<file path="config.mk">
export PLATFORM = sky130hd
export DESIGN_NAME = adc_sequencing_control
export DESIGN_NICKNAME = d
export VERILOG_FILES = /design/src/conv_pkg.sv /design/src/tick_if.sv /design/src/adc_sequencing_control.sv /design/src/conv_prescaler.sv /design/src/conv_approx.sv
export VERILOG_INCLUDE_DIRS = /design/src
export SDC_FILE = /design/constraint.sdc
export NUM_CORES = 1
export LEC_CHECK = 0
export BUFFER_PORTS_ARGS = -buffer_cell sky130_fd_sc_hd__buf_2
export CAP_MARGIN = 20
export CORE_MARGIN = 2
export CORE_UTILIZATION = 42
export CTS_CLUSTER_DIAMETER = 150
export DETAILED_ROUTE_END_ITERATION = 7
export HOLD_SLACK_MARGIN = 0.03
export PLACE_DENSITY = 0.73
export SETUP_SLACK_MARGIN = 0.2
export SLEW_MARGIN = 10
export SYNTH_ARGS = -nofsm -noshare
export SYNTH_HDL_FRONTEND = slang
export SYNTH_SLANG_ARGS = --single-unit
</file>
<file path="constraint.sdc">
create_clock -name clock_i -period 4.3 [get_ports clock_i]
set_input_delay 0.86 -clock clock_i [delete_from_list [all_inputs] [get_ports clock_i]]
set_output_delay 0.86 -clock clock_i [all_outputs]
set_load 0.01 [all_outputs]
</file>
<file path="src/conv_defines.svh">
`ifndef CONV_DEFINES_SVH
`define CONV_DEFINES_SVH

// register offsets (consecutive byte addresses, compared directly with wb_adr_i)
`define OFS_CLK_DIV     8'hf2
`define OFS_CONTROL     8'hf3
`define OFS_RES_LOW     8'hf4
`define OFS_RES_HIGH    8'hf5
`define OFS_PIN_CFG     8'hf6

// conv_control bit positions
`define CTL_CH_HI       2
`define CTL_CH_LO       0
`define CTL_START       3
`define CTL_DONE        4
`define CTL_ON          5
`define CTL_PSEUDO_IDLE_SELECT      6

// divider field, result width, tick counts and fill values
`define DIV_HI          4
`define DIV_ZERO_HALF   6'h20
`define RES_W           10
`define SAMPLE_TICKS    4'h1
`define CONV_TICKS      4'hb
`define RESET_BYTE      8'h00
`define RESERVED_FILL   1'b0

`endif

</file>
<file path="src/conv_pkg.sv">
package conv_pkg;
   typedef enum logic [1:0] {
      st_idle,
      st_sample,
      st_convert,
      st_finish
   } conv_state_t;
endpackage

</file>
<file path="src/tick_if.sv">
`timescale 1ns/1ns
interface tick_if;
   logic       run;
   logic [4:0] div_value;
   logic       tick;
   modport src (input run, input div_value, output tick);
   modport dst (output run, output div_value, input tick);
endinterface

</file>
<file path="src/adc_sequencing_control.sv">
// Design decision made here: the Wishbone slave port.
`timescale 1ns/1ns
`include "conv_defines.svh"
// Function
// RULE1: three channel bits pick one of eight analog inputs, code n selects input n
// RULE2: writing one to start bit launches one conversion on selected channel
// RULE3: hardware clears start bit at completion; it reads one while busy
// RULE4: done flag set when results are stored; only software clears it
// RULE5: interrupt request while done flag and converter interrupt enable are both one
// RULE6: full scale gives 3ff, at or below low reference gives 000, linear between
// RULE7: result bits 9:2 in high register, bits 1:0 in low register
// RULE8: conversion lasts 11 converter clocks: one sample, ten bit decisions
// RULE9: five bit prescaler; zero divides by 64, else by twice value
// RULE10: enable bit keeps converter active; clear means low power standby
// RULE11: software waits 4 us after enabling before first start
// RULE12: pseudo idle bit plus start halts the cpu, peripherals keep running
// RULE13: in pseudo idle only the end of conversion interrupt wakes the cpu
// RULE14: other interrupts during pseudo idle conversion stay pending until finish
// RULE15: each pin config bit routes that pin to the analog multiplexer
// RULE16: unused prescaler and low result bits read indeterminate; never write ones
// RULE17: high result register read only, reset zero
// RULE18: low result register read only, reset zero
// RULE19: converter interrupt forwarded only when global enable is one
// RULE20: both results written with done flag set; software writes ignored
module adc_sequencing_control (
   input  wire logic        clock_i,            // 250 MHz system clock
   input  wire logic        srst_i,             // sync reset, active high
   input  wire logic        wb_cyc_i,           // wishbone cycle
   input  wire logic        wb_stb_i,           // wishbone strobe
   input  wire logic        wb_we_i,            // wishbone write
   input  wire logic [7:0]  wb_adr_i,           // register index
   input  wire logic [3:0]  wb_sel_i,           // byte enables
   input  wire logic [31:0] wb_dat_i,           // write data
   output logic      [31:0] wb_dat_o,           // read data
   output logic             wb_ack_o,           // acknowledge
   input  wire logic [9:0]  converter_input_i,  // quantised level of selected input
   input  wire logic        converter_irq_enable_i, // interrupt enable bit
   input  wire logic        global_irq_enable_i,    // global enable bit
   input  wire logic        other_irq_i,        // any other interrupt request
   output logic      [2:0]  channel_select_o,   // multiplexer select
   output logic      [7:0]  pin_analog_select_o,// pin routed to multiplexer
   output logic             converter_on_o,     // converter powered
   output logic             cpu_halt_o,         // cpu stopped, peripherals run
   output logic             wake_o,             // wake the halted cpu
   output logic             conv_irq_o,         // end of conversion request
   output logic             other_irq_o         // other interrupts, held in pseudo idle
);
   // ----------------------------------------
   // registers
   // ----------------------------------------
   logic [4:0] div_reg;
   logic [2:0] chan_reg;
   logic       start_reg;
   logic       done_reg;
   logic       on_reg;
   logic       pseudo_idle_select_reg;
   logic [7:0] pin_cfg_reg;
   logic [7:0] res_high_reg;
   logic [1:0] res_low_reg;
   logic       halt_reg;
   logic       ack_reg;
   logic [31:0] rdata_reg;
   logic [3:0] tick_cnt_reg;
   conv_pkg::conv_state_t state_reg;

   logic       wr_strobe;
   logic       wr_ctl;
   logic       start_req;
   logic       finish;
   logic [9:0] code;
   logic       sample_load;
   logic       sar_step;

   tick_if tk ();

   // ----------------------------------------
   // bus slave
   // ----------------------------------------
   // one wait state: ack one cycle after strobe, dropped the cycle after
   // sel[0] gates writes: only the low byte lane is mapped
   assign wr_strobe = wb_cyc_i && wb_stb_i && wb_we_i && !ack_reg && wb_sel_i[0];
   assign wr_ctl    = wr_strobe && (wb_adr_i == `OFS_CONTROL);

   always_ff @(posedge clock_i) begin
      if (srst_i) begin
         ack_reg <= 1'b0;
      end else begin
         ack_reg <= wb_cyc_i && wb_stb_i && !ack_reg;
      end
   end

   // read mux; unused bits read zero, permitted by indeterminate spec
   always_ff @(posedge clock_i) begin
      if (srst_i) begin
         rdata_reg <= 32'h0000_0000;
      end else if (wb_cyc_i && wb_stb_i && !wb_we_i && !ack_reg) begin
         if (wb_adr_i == `OFS_CLK_DIV) begin
            rdata_reg <= {27'h0, div_reg}; // [RULE16]
         end else if (wb_adr_i == `OFS_CONTROL) begin
            rdata_reg <= {24'h0, `RESERVED_FILL, pseudo_idle_select_reg, on_reg, done_reg, start_reg,
                          chan_reg};
         end else if (wb_adr_i == `OFS_RES_LOW) begin
            rdata_reg <= {30'h0, res_low_reg}; // [RULE16] [RULE18]
         end else if (wb_adr_i == `OFS_RES_HIGH) begin
            rdata_reg <= {24'h0, res_high_reg}; // [RULE17]
         end else if (wb_adr_i == `OFS_PIN_CFG) begin
            rdata_reg <= {24'h0, pin_cfg_reg};
         end else begin
            rdata_reg <= 32'h0000_0000;
         end
      end
   end

   assign wb_ack_o = ack_reg;
   assign wb_dat_o = rdata_reg;

   // ----------------------------------------
   // software written configuration
   // ----------------------------------------
   always_ff @(posedge clock_i) begin
      if (srst_i) begin
         div_reg     <= 5'h00;
         pin_cfg_reg <= `RESET_BYTE;
      end else if (wr_strobe && wb_adr_i == `OFS_CLK_DIV) begin
         div_reg <= wb_dat_i[`DIV_HI:0];
      end else if (wr_strobe && wb_adr_i == `OFS_PIN_CFG) begin
         pin_cfg_reg <= wb_dat_i[7:0];
      end
   end

   always_ff @(posedge clock_i) begin
      if (srst_i) begin
         chan_reg   <= 3'h0;
         on_reg     <= 1'b0;
         pseudo_idle_select_reg <= 1'b0;
      end else if (wr_ctl) begin
         chan_reg   <= wb_dat_i[`CTL_CH_HI:`CTL_CH_LO]; // [RULE1]
         on_reg     <= wb_dat_i[`CTL_ON];
         pseudo_idle_select_reg <= wb_dat_i[`CTL_PSEUDO_IDLE_SELECT];
      end
   end

   // ----------------------------------------
   // start and done flags
   // ----------------------------------------
   // software cannot cancel a running conversion by writing zero
   assign start_req = wr_ctl && wb_dat_i[`CTL_START] && !start_reg && on_reg;

   // a run cut by standby must not leave the busy bit stuck, or no start is taken again
   always_ff @(posedge clock_i) begin
      if (srst_i) begin
         start_reg <= 1'b0;
      end else if (finish || !on_reg) begin
         start_reg <= 1'b0; // [RULE3] [RULE10]
      end else if (start_req) begin
         start_reg <= 1'b1; // [RULE2]
      end
   end

   // set wins over a clear written in the same cycle
   always_ff @(posedge clock_i) begin
      if (srst_i) begin
         done_reg <= 1'b0;
      end else if (finish) begin
         done_reg <= 1'b1; // [RULE4]
      end else if (wr_ctl && !wb_dat_i[`CTL_DONE]) begin
         done_reg <= 1'b0;
      end
   end

   // ----------------------------------------
   // conversion sequencer
   // ----------------------------------------
   assign tk.run       = on_reg && start_reg; // [RULE10]
   assign tk.div_value = div_reg;

   conv_prescaler u_prescaler (
      .clock_i (clock_i),
      .srst_i  (srst_i),
      .tk      (tk)
   );

   // standby aborts the sequence, clock stops with it
   always_ff @(posedge clock_i) begin
      if (srst_i || !on_reg) begin
         state_reg    <= conv_pkg::st_idle;
         tick_cnt_reg <= 4'h0;
      end else begin
         case (state_reg)
            conv_pkg::st_idle: begin
               tick_cnt_reg <= 4'h0;
               if (start_req) begin
                  state_reg <= conv_pkg::st_sample;
               end
            end
            conv_pkg::st_sample: begin
               if (tk.tick) begin
                  tick_cnt_reg <= tick_cnt_reg + 4'h1;
                  state_reg    <= conv_pkg::st_convert;
               end
            end
            conv_pkg::st_convert: begin
               if (tk.tick) begin
                  tick_cnt_reg <= tick_cnt_reg + 4'h1;
                  if (tick_cnt_reg + 4'h1 == `CONV_TICKS) begin
                     state_reg <= conv_pkg::st_finish; // [RULE8]
                  end
               end
            end
            conv_pkg::st_finish: begin
               state_reg <= conv_pkg::st_idle;
            end
            default: begin
               state_reg <= conv_pkg::st_idle;
            end
         endcase
      end
   end

   // the prescaler may pulse once more as run drops; idle ignores it
   assign sample_load = (state_reg == conv_pkg::st_sample) && tk.tick;
   assign sar_step    = (state_reg == conv_pkg::st_convert) && tk.tick;
   assign finish      = (state_reg == conv_pkg::st_finish);

   // clamped level in, 000..3ff out, linear between
   conv_approx u_approx (
      .clock_i  (clock_i),
      .srst_i   (srst_i),
      .load_i   (sample_load),
      .step_i   (sar_step),
      .sample_i (converter_input_i), // [RULE6]
      .code_o   (code)
   );

   // ----------------------------------------
   // results
   // ----------------------------------------
   always_ff @(posedge clock_i) begin
      if (srst_i) begin
         res_high_reg <= `RESET_BYTE;
         res_low_reg  <= 2'h0;
      end else if (finish) begin
         res_high_reg <= code[`RES_W-1:2]; // [RULE7] [RULE20]
         res_low_reg  <= code[1:0];        // [RULE7] [RULE20]
      end
   end

   // ----------------------------------------
   // pseudo idle and interrupts
   // ----------------------------------------
   always_ff @(posedge clock_i) begin
      if (srst_i) begin
         halt_reg <= 1'b0;
      end else if (finish || !on_reg) begin
         halt_reg <= 1'b0;
      end else if (start_req && wb_dat_i[`CTL_PSEUDO_IDLE_SELECT]) begin
         halt_reg <= 1'b1; // [RULE12]
      end
   end

   assign cpu_halt_o  = halt_reg;
   assign conv_irq_o  = done_reg && converter_irq_enable_i && global_irq_enable_i; // [RULE5] [RULE19]
   assign wake_o      = halt_reg ? 1'b0 : conv_irq_o; // [RULE13]
   assign other_irq_o = other_irq_i && !halt_reg;  // [RULE14]

   assign channel_select_o    = chan_reg;
   assign pin_analog_select_o = pin_cfg_reg; // [RULE15]
   assign converter_on_o      = on_reg;

   // ----------------------------------------
   // checks
   // ----------------------------------------
   a_done_after_finish: assert property (@(posedge clock_i) disable iff (srst_i) // [RULE4]
      finish |=> done_reg && !start_reg)
      else $error("done flag not set after finish");
   a_start_busy_hold: assert property (@(posedge clock_i) disable iff (srst_i) // [RULE3]
      (state_reg != conv_pkg::st_idle) |-> start_reg)
      else $error("start bit dropped while busy");
   a_result_layout: assert property (@(posedge clock_i) disable iff (srst_i) // [RULE7]
      finish |=> res_high_reg == $past(code[9:2]) && res_low_reg == $past(code[1:0]))
      else $error("result layout wrong");
   a_irq_gating: assert property (@(posedge clock_i) disable iff (srst_i) // [RULE19]
      conv_irq_o |-> global_irq_enable_i && converter_irq_enable_i && done_reg)
      else $error("irq without enables");
   a_halt_holds_other: assert property (@(posedge clock_i) disable iff (srst_i) // [RULE14]
      halt_reg |-> !other_irq_o)
      else $error("other irq passed in pseudo idle");
   a_standby_idle: assert property (@(posedge clock_i) disable iff (srst_i) // [RULE10]
      !on_reg |=> state_reg == conv_pkg::st_idle)
      else $error("converter runs in standby");
   a_start_launch: assert property (@(posedge clock_i) disable iff (srst_i) // [RULE2]
      start_req |=> state_reg == conv_pkg::st_sample && start_reg)
      else $error("start did not launch");
   a_results_stable: assert property (@(posedge clock_i) disable iff (srst_i) // [RULE20]
      !$past(finish) |-> $stable(res_high_reg))
      else $error("result changed without finish");
   a_channel_decode: assert property (@(posedge clock_i) disable iff (srst_i) // [RULE1]
      wr_ctl |=> channel_select_o == $past(wb_dat_i[2:0]))
      else $error("channel not taken");
   a_halt_release: assert property (@(posedge clock_i) disable iff (srst_i) // [RULE12]
      finish |=> !cpu_halt_o)
      else $error("halt not released");

   // ----------------------------------------
   // flag, clock and routing checks
   // ----------------------------------------
   a_standby_clears: assert property (@(posedge clock_i) disable iff (srst_i) // [RULE10]
      !on_reg |=> !start_reg && !cpu_halt_o)
      else $error("busy state kept in standby");
   a_start_refused_off: assert property (@(posedge clock_i) disable iff (srst_i) // [RULE10]
      wr_ctl && !on_reg && !start_reg |=> !start_reg)
      else $error("start taken in standby");
   a_done_held: assert property (@(posedge clock_i) disable iff (srst_i) // [RULE4]
      done_reg && !wr_ctl |=> done_reg)
      else $error("done flag lost without software clear");
   a_done_only_finish: assert property (@(posedge clock_i) disable iff (srst_i) // [RULE4]
      !done_reg && !finish |=> !done_reg)
      else $error("done flag set without finish");
   a_conv_ticks: assert property (@(posedge clock_i) disable iff (srst_i) // [RULE8]
      finish |-> tick_cnt_reg == `CONV_TICKS)
      else $error("conversion length wrong");

   // zero and one small value cover both prescaler branches
   a_zero_div_slow: assert property (@(posedge clock_i) disable iff (srst_i) // [RULE9]
      tk.tick && div_reg == 5'h00 |=> !tk.tick [*8])
      else $error("zero prescaler setting too fast");
   a_div_two_period: assert property (@(posedge clock_i) disable iff (srst_i) // [RULE9]
      tk.tick && tk.run && div_reg == 5'h02 |=> !tk.tick [*3] ##1 (tk.tick || !tk.run))
      else $error("converter clock period wrong");

   a_halt_needs_select: assert property (@(posedge clock_i) disable iff (srst_i) // [RULE12]
      $rose(halt_reg) |-> pseudo_idle_select_reg && start_reg)
      else $error("halt without pseudo idle start");
   a_wake_on_finish: assert property (@(posedge clock_i) disable iff (srst_i) // [RULE13]
      finish && converter_irq_enable_i && global_irq_enable_i |=>
         wake_o || !converter_irq_enable_i || !global_irq_enable_i)
      else $error("no wake at end of conversion");
   a_low_result_stable: assert property (@(posedge clock_i) disable iff (srst_i) // [RULE20]
      !$past(finish) |-> $stable(res_low_reg))
      else $error("low result changed without finish");
   a_pin_route: assert property (@(posedge clock_i) disable iff (srst_i) // [RULE15]
      wr_strobe && wb_adr_i == `OFS_PIN_CFG |=> pin_analog_select_o == $past(wb_dat_i[7:0]))
      else $error("pin routing not taken");
   a_ack_single: assert property (@(posedge clock_i) disable iff (srst_i)
      wb_ack_o |=> !wb_ack_o)
      else $error("ack longer than one cycle");
endmodule

</file>
<file path="src/conv_prescaler.sv">
`timescale 1ns/1ns
`include "conv_defines.svh"
module conv_prescaler (
   input  wire logic clock_i,       // system clock
   input  wire logic srst_i,        // sync reset
   tick_if.src       tk             // tick request/answer
);
   logic [5:0] half_reg;
   logic [5:0] cnt_reg;
   logic       tick_reg;

   // zero means divide by 64, else divide by 2*value; tick once per period
   always_comb begin
      if (tk.div_value == 5'h00) begin
         half_reg = `DIV_ZERO_HALF; // [RULE9]
      end else begin
         half_reg = {1'b0, tk.div_value};
      end
   end

   always_ff @(posedge clock_i) begin
      if (srst_i || !tk.run) begin
         cnt_reg  <= 6'h00;
         tick_reg <= 1'b0;
      end else if ({1'b0, cnt_reg} + 7'h01 >= {half_reg, 1'b0}) begin
         cnt_reg  <= 6'h00;
         tick_reg <= 1'b1;
      end else begin
         cnt_reg  <= cnt_reg + 6'h01;
         tick_reg <= 1'b0;
      end
   end

   assign tk.tick = tick_reg;
endmodule

</file>
<file path="src/conv_approx.sv">
`timescale 1ns/1ns
`include "conv_defines.svh"
module conv_approx (
   input  wire logic        clock_i,     // system clock
   input  wire logic        srst_i,      // sync reset
   input  wire logic        load_i,      // capture sample
   input  wire logic        step_i,      // one bit decision
   input  wire logic [9:0]  sample_i,    // digitised input level
   output logic      [9:0]  code_o       // running approximation
);
   logic [9:0] held_reg;
   logic [9:0] trial_reg;
   logic [9:0] code_reg;

   // binary search, msb first; inputs beyond the rails already clamp upstream
   always_ff @(posedge clock_i) begin
      if (srst_i) begin
         held_reg  <= 10'h000;
         trial_reg <= 10'h000;
         code_reg  <= 10'h000;
      end else if (load_i) begin
         held_reg  <= sample_i;
         trial_reg <= 10'h200;
         code_reg  <= 10'h000;
      end else if (step_i && trial_reg != 10'h000) begin
         if ((code_reg | trial_reg) <= held_reg) begin
            code_reg <= code_reg | trial_reg;
         end
         trial_reg <= trial_reg >> 1;
      end
   end

   assign code_o = code_reg;
endmodule

</file>
---- Word-level counts from Yosys, hierarchy flattened ----
Cells that the tools add are included.
storage, ports and cells
  bits in registers ....................... 107
  output and inout bits ................... 49
operators by class
  add/sub/neg operators ................... 3
  $lt $le $gt $ge ......................... 2
  eq/ne operators ......................... 14
  mux-type cells .......................... 19
  bitwise logic cells ..................... 2
  reductions and logical operators ........ 46
operator list
  operator                                                         number
  8-bit equality test, second input constant                       5
  8-bit two-way mux                                                5
  1-bit logical AND                                                22
  10-bit two-way mux                                               2
  10-bit <= comparator                                             1
  10-bit bitwise OR                                                1
  10-bit nonzero test                                              1
  2-bit two-way mux                                                4
  2-bit one-hot mux with 4 select lines                            1
  4-bit one-hot mux with 2 select lines                            1
  2-bit OR reduction                                               4
  6-bit by 1-bit adder with 7-bit output, second input constant    1
  7-bit >= comparator                                              1
  1-bit logical NOT                                                7
  6-bit by 1-bit adder with 6-bit output, second input constant    1
  6-bit two-way mux                                                1
  2-bit by 1-bit != test with 1-bit output, second input constant  3
  2-bit AND reduction                                              3
  2-bit nonzero test                                               3
  5-bit logical NOT                                                1
  4-bit by 1-bit adder with 4-bit output, second input constant    1
  2-bit equality test, second input constant                       2
  4-bit equality test, second input constant                       1
  1-bit two-way mux                                                4
  other kinds (7)                                                  10

---- Logic depth before layout (Yosys ltp) ----
Gate-level depths: netlist of the first run.
  word-level depth ........................ 10
  mapped depth ............................ 8

---- Modules after synthesis ----
From an unflattened synthesis of the first run, not the netlist that was laid out.
second synthesis, totals
  cell total of the unflattened synthesis .. 479
  area total of the unflattened synthesis .. 4337.9 um^2
by module, submodules not included
  module                  times used  cells an instance  area an instance (um^2)  sequential area each (um^2)
  adc_sequencing_control  1           269                2413.6                   920.9
  conv_approx             1           158                1481.4                   600.6
  conv_prescaler          1           52                 442.9                    140.1

---- Worst setup path after synthesis of the first run ----
No wires, ideal clock.
  path type ............................... input -> register
  from .................................... in wb_adr_i[1]
  to ...................................... reg state_reg[1]
  library setup time ...................... 0.072 ns
  data arrival time ....................... 2.117 ns
  data required time ...................... 4.228 ns
  path slack .............................. 2.111 ns
  cell stages on the path ................. 6
  path buffers ............................ 1
  cells stage by stage .................... buf_6 nand4b_4 nor4_4 nand4_4 a21oi_2 mux2i_1
between the ends
  word-level cells in the longest chain between the ends .. 7
RTL lines
  item                                  RTL line                       RTL
  from (decl)                           adc_sequencing_control.sv:31   input wire logic [7:0] wb_adr_i,
  8-bit equality test (no source line)  n/a
  1-bit logical AND                     adc_sequencing_control.sv:82   assign wr_ctl = wr_strobe && (wb_adr_i == `OFS_CONTROL);
  1-bit logical AND (3 in a row)        adc_sequencing_control.sv:147  assign start_req = wr_ctl && wb_dat_i[`CTL_START] && !start_reg && on_reg;
  2-bit != test (no source line)        n/a
  4-bit AND reduction (no source line)  n/a
  to (signal assigned)                  adc_sequencing_control.sv:186  state_reg <= conv_pkg::st_idle;
  to (signal assigned)                  adc_sequencing_control.sv:193  state_reg <= conv_pkg::st_sample;
  to (signal assigned)                  adc_sequencing_control.sv:199  state_reg <= conv_pkg::st_convert;
  to (decl)                             adc_sequencing_control.sv:64   conv_pkg::conv_state_t state_reg;
Every way passes these cells.
A chain may end at the register's enable or synchronous reset.

---- Final worst setup path of the first run ----
  from .................................... reg u_prescaler.cnt_reg[0]
  to ...................................... reg u_prescaler.cnt_reg[4]
between the ends
  word-level cells in the longest chain between the ends .. 3
  elaborated cells between the ends (all ways) .. 4
  classes of those cells .................. add/sub (2); order compare (1); reduce/logical (1)
RTL lines
  item                                    RTL line              RTL
  from (decl)                             conv_prescaler.sv:9   logic [5:0] cnt_reg;
  from (signal assigned)                  conv_prescaler.sv:29  cnt_reg <= cnt_reg + 6'h01;
  6-bit by 1-bit adder with 7-bit output  conv_prescaler.sv:25  end else if ({1'b0, cnt_reg} + 7'h01 >= {half_reg, 1'b0}) begin
  7-bit >= comparator                     conv_prescaler.sv:25
  2-bit OR reduction (no source line)     n/a
Parallel ways exist; a longest one is shown, timed or not.

==> results by group, run 1 <==
Cells and area
  • Register area: 1662 µm²
  • N_diodes: 0
  • Multi-input combinational cell area: 2256 µm²
  • Share of cells above drive strength 1: a little under a fifth
  • Fillers: between 900 and 1000
  • Area delta synth->final: 11.68%
  • Most frequent cells in the layout: 83 x dfxtp_1, 68 x nand2_1, 59 x buf_2
  • Nets: 617
  • Commonest non-fill, non-tap cell in the layout: dfxtp_1
  • Final Non-Filler Cells: 670

Clock tree
  • # clock sinks: 83
  • CTS tree: done
  • CTS root buffer: clkbuf_8
  • # hold bufs at CTS: 0
  • Clk_lat worst skew: 370 ps
  • Post-cts sizing count: 0
  • Num CTS Buffers: 9
  • H-tree levels: 3
  • Post-CTS setup buffers: 0
  • Max Root-Sink Buffers: 2
  • Clock transition at path regs: 80 ps

GRT
  • First-pass GRT wire length: about 15000 µm
  • Vias in the first global route: 3119
  • Largest net degree at the start of global routing: 54
  • GRT Residual Overflow: 0
  • Total track usage: approximately 17%
  • Initial antenna violation count: 0

Setup path
  • Most common cell on crit path: ha_1
  • Critical Path Fanout Max: 6
  • Worst r2r src: u_prescaler.cnt_reg[0]
  • Crit. End Element: flop
  • Cell family contributing the most delay on the critical path: compound AO/OA/AOI/OAI gates
  • Worst Setup SP: u_prescaler.cnt_reg[0]
  • CP required: approximately 4600 ps
  • Worst path bufs/invs: 1
  • Arr. time, crit path: ~2700 ps
  • Setup CP Type: reg -> reg
  • CP peak stage delay: 440 ps
  • CP Cell Sequence: ha_1 -> inv_1 -> ha_1 -> a21bo_2 -> a21o_1 -> a2111oi_2 -> o2111ai_1 -> nor2b_1
  • Critical Path Slowest Stage Cell: a2111oi_2
  • Worst setup SP type: flop

Timing
  • FMAX: approximately 420 MHz
  • Final Setup Violations: 0
  • Final Worst Setup Slack: between 1500 and 2000 ps
  • RSZ-0062 raised after global routing: no
  • Setup Skew: 7.851 ps
  • Max Slew Vio Count: 0
  • Final min period: roughly 2400 ps
  • Final period util: between 50% and 60%
  • Hold_ws: about 460 ps
  • Slew HR: approximately 37%
  • TNS Setup: 0 ps
  • Hold Fails Final Rpt: 0
  • Slew @ Worst Pin: roughly 940 ps

Synthesis
  • Yosys reg bits: 83
  • Yosys warnings: 0
  • Top FF cell, synth: dfxtp_1
  • Synth Area per Inst: between 8 and 9 µm²
  • Cell variety after synth: 53
  • Synthesized instance count: about 480
  • Post-synth EDFFs: 0
  • Syn Std Cell Area: between 4000 and 5000 µm²
  • Synth async-reset ratio: 0%
  • Post-synthesis sequential area ratio: approximately 40%

Floorplanning
  • Io pins: between 100 and 150
  • Placement Rows: 36
  • Die Y: just over 100 µm
  • Die width: 104.0 µm
  • Initial Util: 43.16%
  • Die ar.: roughly 11000 µm²
  • Core ar.: ~10000 µm²

Pwr
  • Switching power: roughly 0.00033 W
  • Static leakage: a little under 2 nW
  • Cell-internal power: around 0.0011 W
  • Clk pwr share: between 40% and 50%
  • Net Sw Frac: around 23%
  • Sequential power share: 54.2%
  • Worst IR Drop VDD: 0.1338 mV
  • P per Cell Area: between 300 and 400 nW/µm²
  • Combinational Power Share: around 4.5%

Detailed routing
  • Vias per std cell: just under 5
  • Drt initial violations: approximately 140
  • WL met3: between 400 and 500 µm
  • Drt total wl: between 8000 and 9000 µm
  • Total iterations of the first detailed-routing run: 4
  • Number of routed nets with antenna violations: 0
  • Routed len/inst: 13.18 µm
  • Metal2 WL: around 4200 µm
  • Total vias in the final route: around 3300
  • DR top layer: met4
  • Met1 WL: 4025 µm
  • DRC: 0

Status
  • Outcome: completed

Placement
  • Pre-CTS setup slack: 1580 ps
  • Placed cells: roughly 650
  • Hpwl dp: 6681 µm
  • Port buffer count: just under 60
  • GPL Wtd Cong: a little under 0.9

Run
  • # Max-Cap Violations: 0

Min path
  • Hold Crit Class: reg -> reg
  • Worst Hold Launch: wb_dat_o[2]
==> synthesized netlist by cell type, types with 2 or more instances <==
library cell  number  area share, %
a211oi_1           2           0.36
a21oi_1           34            4.1
a22o_1             4           0.83
a31oi_1            4           0.60
a32o_1             3           0.72
a32oi_1            2           0.42
and2_1             3           0.45
buf_1              2           0.18
buf_2              3           0.36
buf_4             24            4.3
clkbuf_1          15            1.3
dfxtp_1           83             40
ha_1              23            6.9
inv_1             26            2.3
mux2i_1           32            7.6
nand2_1           68            6.1
nand2b_1           4           0.60
nand3_1           15            1.8
nand4_1            3           0.45
nand4b_4           2            1.1
nor2_1            50            4.5
nor2b_1           12            1.8
nor3_1             2           0.24
nor4_1             4           0.60
nor4_4             2            1.0
o2111ai_1          4           0.83
o21a_1             3           0.54
o21ai_0           10            1.2
o22ai_1            4           0.60
o31ai_1            5           0.89
or2_2              9            1.3
xnor2_1            5            1.0
xor2_1             2           0.42
==> cell type report <==
class	instances	share of cell area, %
inverter	26	2.081
tap	133	3.549
clock buffer	11	3.228
multi-input combinational	353	48.11
clock inverter	5	1.307
timing repair buffer	59	6.297
sequential	83	35.43
==> worst min-delay path, cell delays in order (launching register included) <==
cell and delay, ps:
dfxtp_1 310, nand2_1 50, a21oi_1 50
==> kinds of logic after synthesis <==
logic type	count (synthesis)	synth area share (%)
adders and majority gates	23	6.853
AOI/OAI and AO/OA	84	13.17
xor gates and xnor gates	7	1.460
DFF	83	39.57
muxes	33	7.896
buffers and inverters	71	8.760
other	1	0.08931
and+or+nand+nor	182	22.20
==> per-stage QoR <==
step	area [µm²]	util [%]	total power, W
3_5_place_dp	4477	46.01	0.0008498
4_1_cts	4690	48.20	0.001424
5_1_grt	4690	48.20	0.001464
6_report	4690	48.20	0.001416
2_1_floorplan	4285	-	0.0008427
3_3_place_gp	4477	46.01	0.0008485
==> metal layers <==
| metal | track usage [%] | vias up |
|---|---|---|
| met2 | 27.87 | 74 |
| met3 | 4.323 | 17 |
| met1 | 20.73 | 1540 |
| met4 | 7.046 | 0 |
| met5 | 0 | - |
| li1 | - | 1701 |
==> power by group through the flow <==
stage / Clock, W / Sequential, W / Combinational [W]
after detailed placement: 0 / 0.000787 / 0.0000633
final: 0.000584 / 0.000768 / 0.0000640
after global routing: 0.000626 / 0.000769 / 0.0000697
after floorplan: 0 / 0.000787 / 0.0000560
after global placement: 0 / 0.000786 / 0.0000620
after CTS: 0.000593 / 0.000768 / 0.0000635
==> final timing paths <==
kind	to	slack, ps	cells after the start
max	u_prescaler.cnt_reg[4]	1930	8
min	wb_dat_o[2]	460	2
min reg2reg	wb_dat_o[2]	460	2
max reg2reg	u_prescaler.cnt_reg[4]	1930	8
No activity file was read; power rests on OpenSTA's default activity.
==> inputs of run 2 (changes only) <==
- ABC_AREA: not set -> 1
- clock period: 4.3 -> 2.4 ns (I/O delays scaled with it)
==> results by group, run 2 <==
Timing
  • FMAX: 484.4 MHz
  • Final min period: a little over 2000 ps
  • Hold Fails Final Rpt: 0
  • Hold_ws: about 370 ps
  • TNS Setup: 0 ps
  • RSZ-0062 raised after global routing: no
  • Slew @ Worst Pin: roughly 640 ps
  • Final period util: between 80% and 90%
  • Final Setup Violations: 0
  • Final Worst Setup Slack: around 340 ps
  • Max Slew Vio Count: 0
  • Setup Skew: a little over 4 ps
  • Slew HR: 57.56%

Pwr
  • Combinational Power Share: 5.2%
  • Switching power: around 0.0006 W
  • Static leakage: ~2.4 nW
  • Cell-internal power: roughly 0.0018 W
  • Sequential power share: between 50 and 60%
  • Worst IR Drop VDD: around 0.26 mV
  • Clk pwr share: between 30% and 40%
  • P per Cell Area: ~500 nW/µm²
  • Net Sw Frac: roughly a quarter

Synthesis
  • Yosys reg bits: slightly above 80
  • Post-synthesis sequential area ratio: a little under two fifths
  • Cell variety after synth: 35
  • Commonest cells in the netlist: 91 x nand2_1, 83 x dfxtp_1, 82 x inv_1, 65 x a21oi_1, 62 x nor2_1
  • Synth async-reset ratio: 0%
  • Most frequent cell after synthesis: nand2_1
  • Area leader, netlist: dfxtp_1
  • Post-synth EDFFs: 0
  • Syn Std Cell Area: 4349 µm²
  • Yosys warnings: 0
  • Top cell type's share of synthesized area: a little under two fifths
  • Top FF cell, synth: dfxtp_1
  • Synth area leaders: dfxtp_1 38%, nand2_1 7.9%, a21oi_1 7.5%
  • Synthesized instance count: 589
  • Synth Area per Inst: about 7.4 µm²

Setup path
  • Crit. End Element: flop
  • Arr. time, crit path: 2360 ps
  • CP Cell Sequence: ha_1 -> nand2_1 -> inv_1 -> nand2_1 -> xor2_2 -> inv_1 -> ha_1 -> a21oi_2 -> o21a_1 -> nand4_1 -> buf_4 -> nor3_2
  • Critical Path Slowest Stage Cell: dfxtp_2
  • CP peak stage delay: roughly 340 ps
  • CP required: about 2700 ps
  • Worst setup SP type: flop
  • Critical Path Fanout Max: 6
  • Setup CP Type: reg -> reg

Detailed routing
  • Total vias in the final route: roughly 3800
  • Vias per std cell: between 4 and 5
  • Drt initial violations: 160
  • Routed len/inst: around 12 µm
  • Drt total wl: around 9700 µm
  • Total iterations of the first detailed-routing run: 4
  • Number of routed nets with antenna violations: 0
  • DRC: 0

Cells and area
  • Most frequent cells in the layout: 91 x nand2_1, 82 x inv_1, 82 x dfxtp_1
  • Commonest non-fill, non-tap cell in the layout: nand2_1
  • Fillers: roughly 1000
  • Share of cells above drive strength 1: between 10% and 20%
  • N_diodes: 0
  • Area delta synth->final: 11.82%
  • Nets: 733

Floorplanning
  • Placement Rows: 37
  • Initial Util: 42.70%
  • Core ar.: around 10000 µm²
  • Die ar.: between 10000 and 15000 µm²
  • Die width: ~110 µm
  • Io pins: 111
  • Die Y: approximately 110 µm

Clock tree
  • # clock sinks: between 80 and 90
  • Clk_lat worst skew: ~360 ps
  • CTS tree: done
  • Num CTS Buffers: 9
  • H-tree levels: 3
  • Clock transition at path regs: 80 ps
  • CTS root buffer: clkbuf_8
  • # hold bufs at CTS: 0
  • Max Root-Sink Buffers: 2

Status
  • Outcome: completed

GRT
  • Largest net degree at the start of global routing: 25
  • Total track usage: around 18%
  • GRT Residual Overflow: 0
  • First-pass GRT wire length: 16510 µm
  • Initial antenna violation count: 0
  • Vias in the first global route: 3663

Placement
  • Hpwl dp: about 7300 µm
  • GPL Wtd Cong: around 0.85
  • Port buffer count: 59
  • Pre-CTS setup slack: 231.1 ps

Min path
  • Hold Crit Class: in -> reg

Run
  • # Max-Cap Violations: 0
run 2: changes by cell type in the layout (fill, tap and decap cells not counted), sizes merged, moves of 5 or more:
cell,delta
nor2b,-12
nand2,+30
nor4,-5
a21oi,+32
o21ai,+39
or2,-10
nor2,+22
nor3,+6
mux2i,-32
o21a,+6
inv,+62
nand3,+18
o31ai,-5
run 2: routing by layer:
metal  GRT usage, %  part of all wire [%]  wire length [µm]
met1          23.28                    45              4309
met2          30.14                    48              4665
met3          4.391                   5.4               519
met4          6.203                   1.9               180
met5              0                     0                 0
run 2: kinds of logic (layout without fill, tap and decap cells):
kind of cell,after synthesis,after routing,synth area share [%]
XOR/XNOR,5,5,1.007
adder cells (fa/ha/maj),23,23,6.617
flip-flops,83,83,38.20
other,1,24,0.08622
AND/OR/NAND/NOR,219,219,23.88
buffers and inverters,126,167,13.69
AO/OA/AOI/OAI,132,132,16.51
run 2: through the flow:
stage | utilization [%] | cells | total power, W | instance area [µm²]
finish | 47.75 | 789 | 0.002442 | 4863
global route | 47.75 | 789 | 0.002529 | 4863
CTS | 47.51 | 788 | 0.002459 | 4838
detailed placement | 45.74 | 772 | 0.001535 | 4658
global placement | 45.74 | 772 | 0.001532 | 4658
floorplan | - | 612 | 0.001516 | 4436
run 2: worst max-delay path: cells and delay by family (launching register included):
family                   cells  cell delay (ps)
flip-flops                   1              340
AO/OA/AOI/OAI                2              280
buffers and inverters        3              300
XOR/XNOR                     1              160
AND/OR/NAND/NOR              4              370
adder cells (fa/ha/maj)      2              530
run 2: worst paths after layout:
| path | start | to | slack [ps] | cells after the start |
|---|---|---|---|---|
| min | wb_dat_i[7] | pin_analog_select_o[7] | 370 | 3 |
| max | u_prescaler.cnt_reg[0] | u_prescaler.cnt_reg[2] | 340 | 12 |
| min reg2reg | u_prescaler.cnt_reg[0] | u_prescaler.cnt_reg[0] | 430 | 1 |
| max reg2reg | u_prescaler.cnt_reg[0] | u_prescaler.cnt_reg[2] | 340 | 12 |
run 2: power by group through the flow:
| stage | Clock (W) | Sequential (W) | Combinational [W] |
|---|---|---|---|
| 2_1_floorplan | 0 | 0.00141 | 0.000107 |
| 3_3_place_gp | 0 | 0.00141 | 0.000123 |
| 3_5_place_dp | 0 | 0.00141 | 0.000126 |
| 4_1_cts | 0.000956 | 0.00138 | 0.000126 |
| 5_1_grt | 0.00101 | 0.00138 | 0.000143 |
| 6_report | 0.000938 | 0.00138 | 0.000127 |
run 2: layout make-up:
cell class	count	area [µm²]	area share, %
sequential	83	1663	34.19
clock buffer	12	155.1	3.190
inverter	88	330.3	6.792
multi-input combinational	403	2195	45.12
tap	136	170.2	3.499
clock inverter	4	25.02	0.5145
timing repair buffer	63	325.3	6.689
run 2: what timing repair did:
item / CTS / global route
buffers inserted: 0 / 1
gates resized for setup: 0 / 4
setup endpoints to repair: 0 / 6
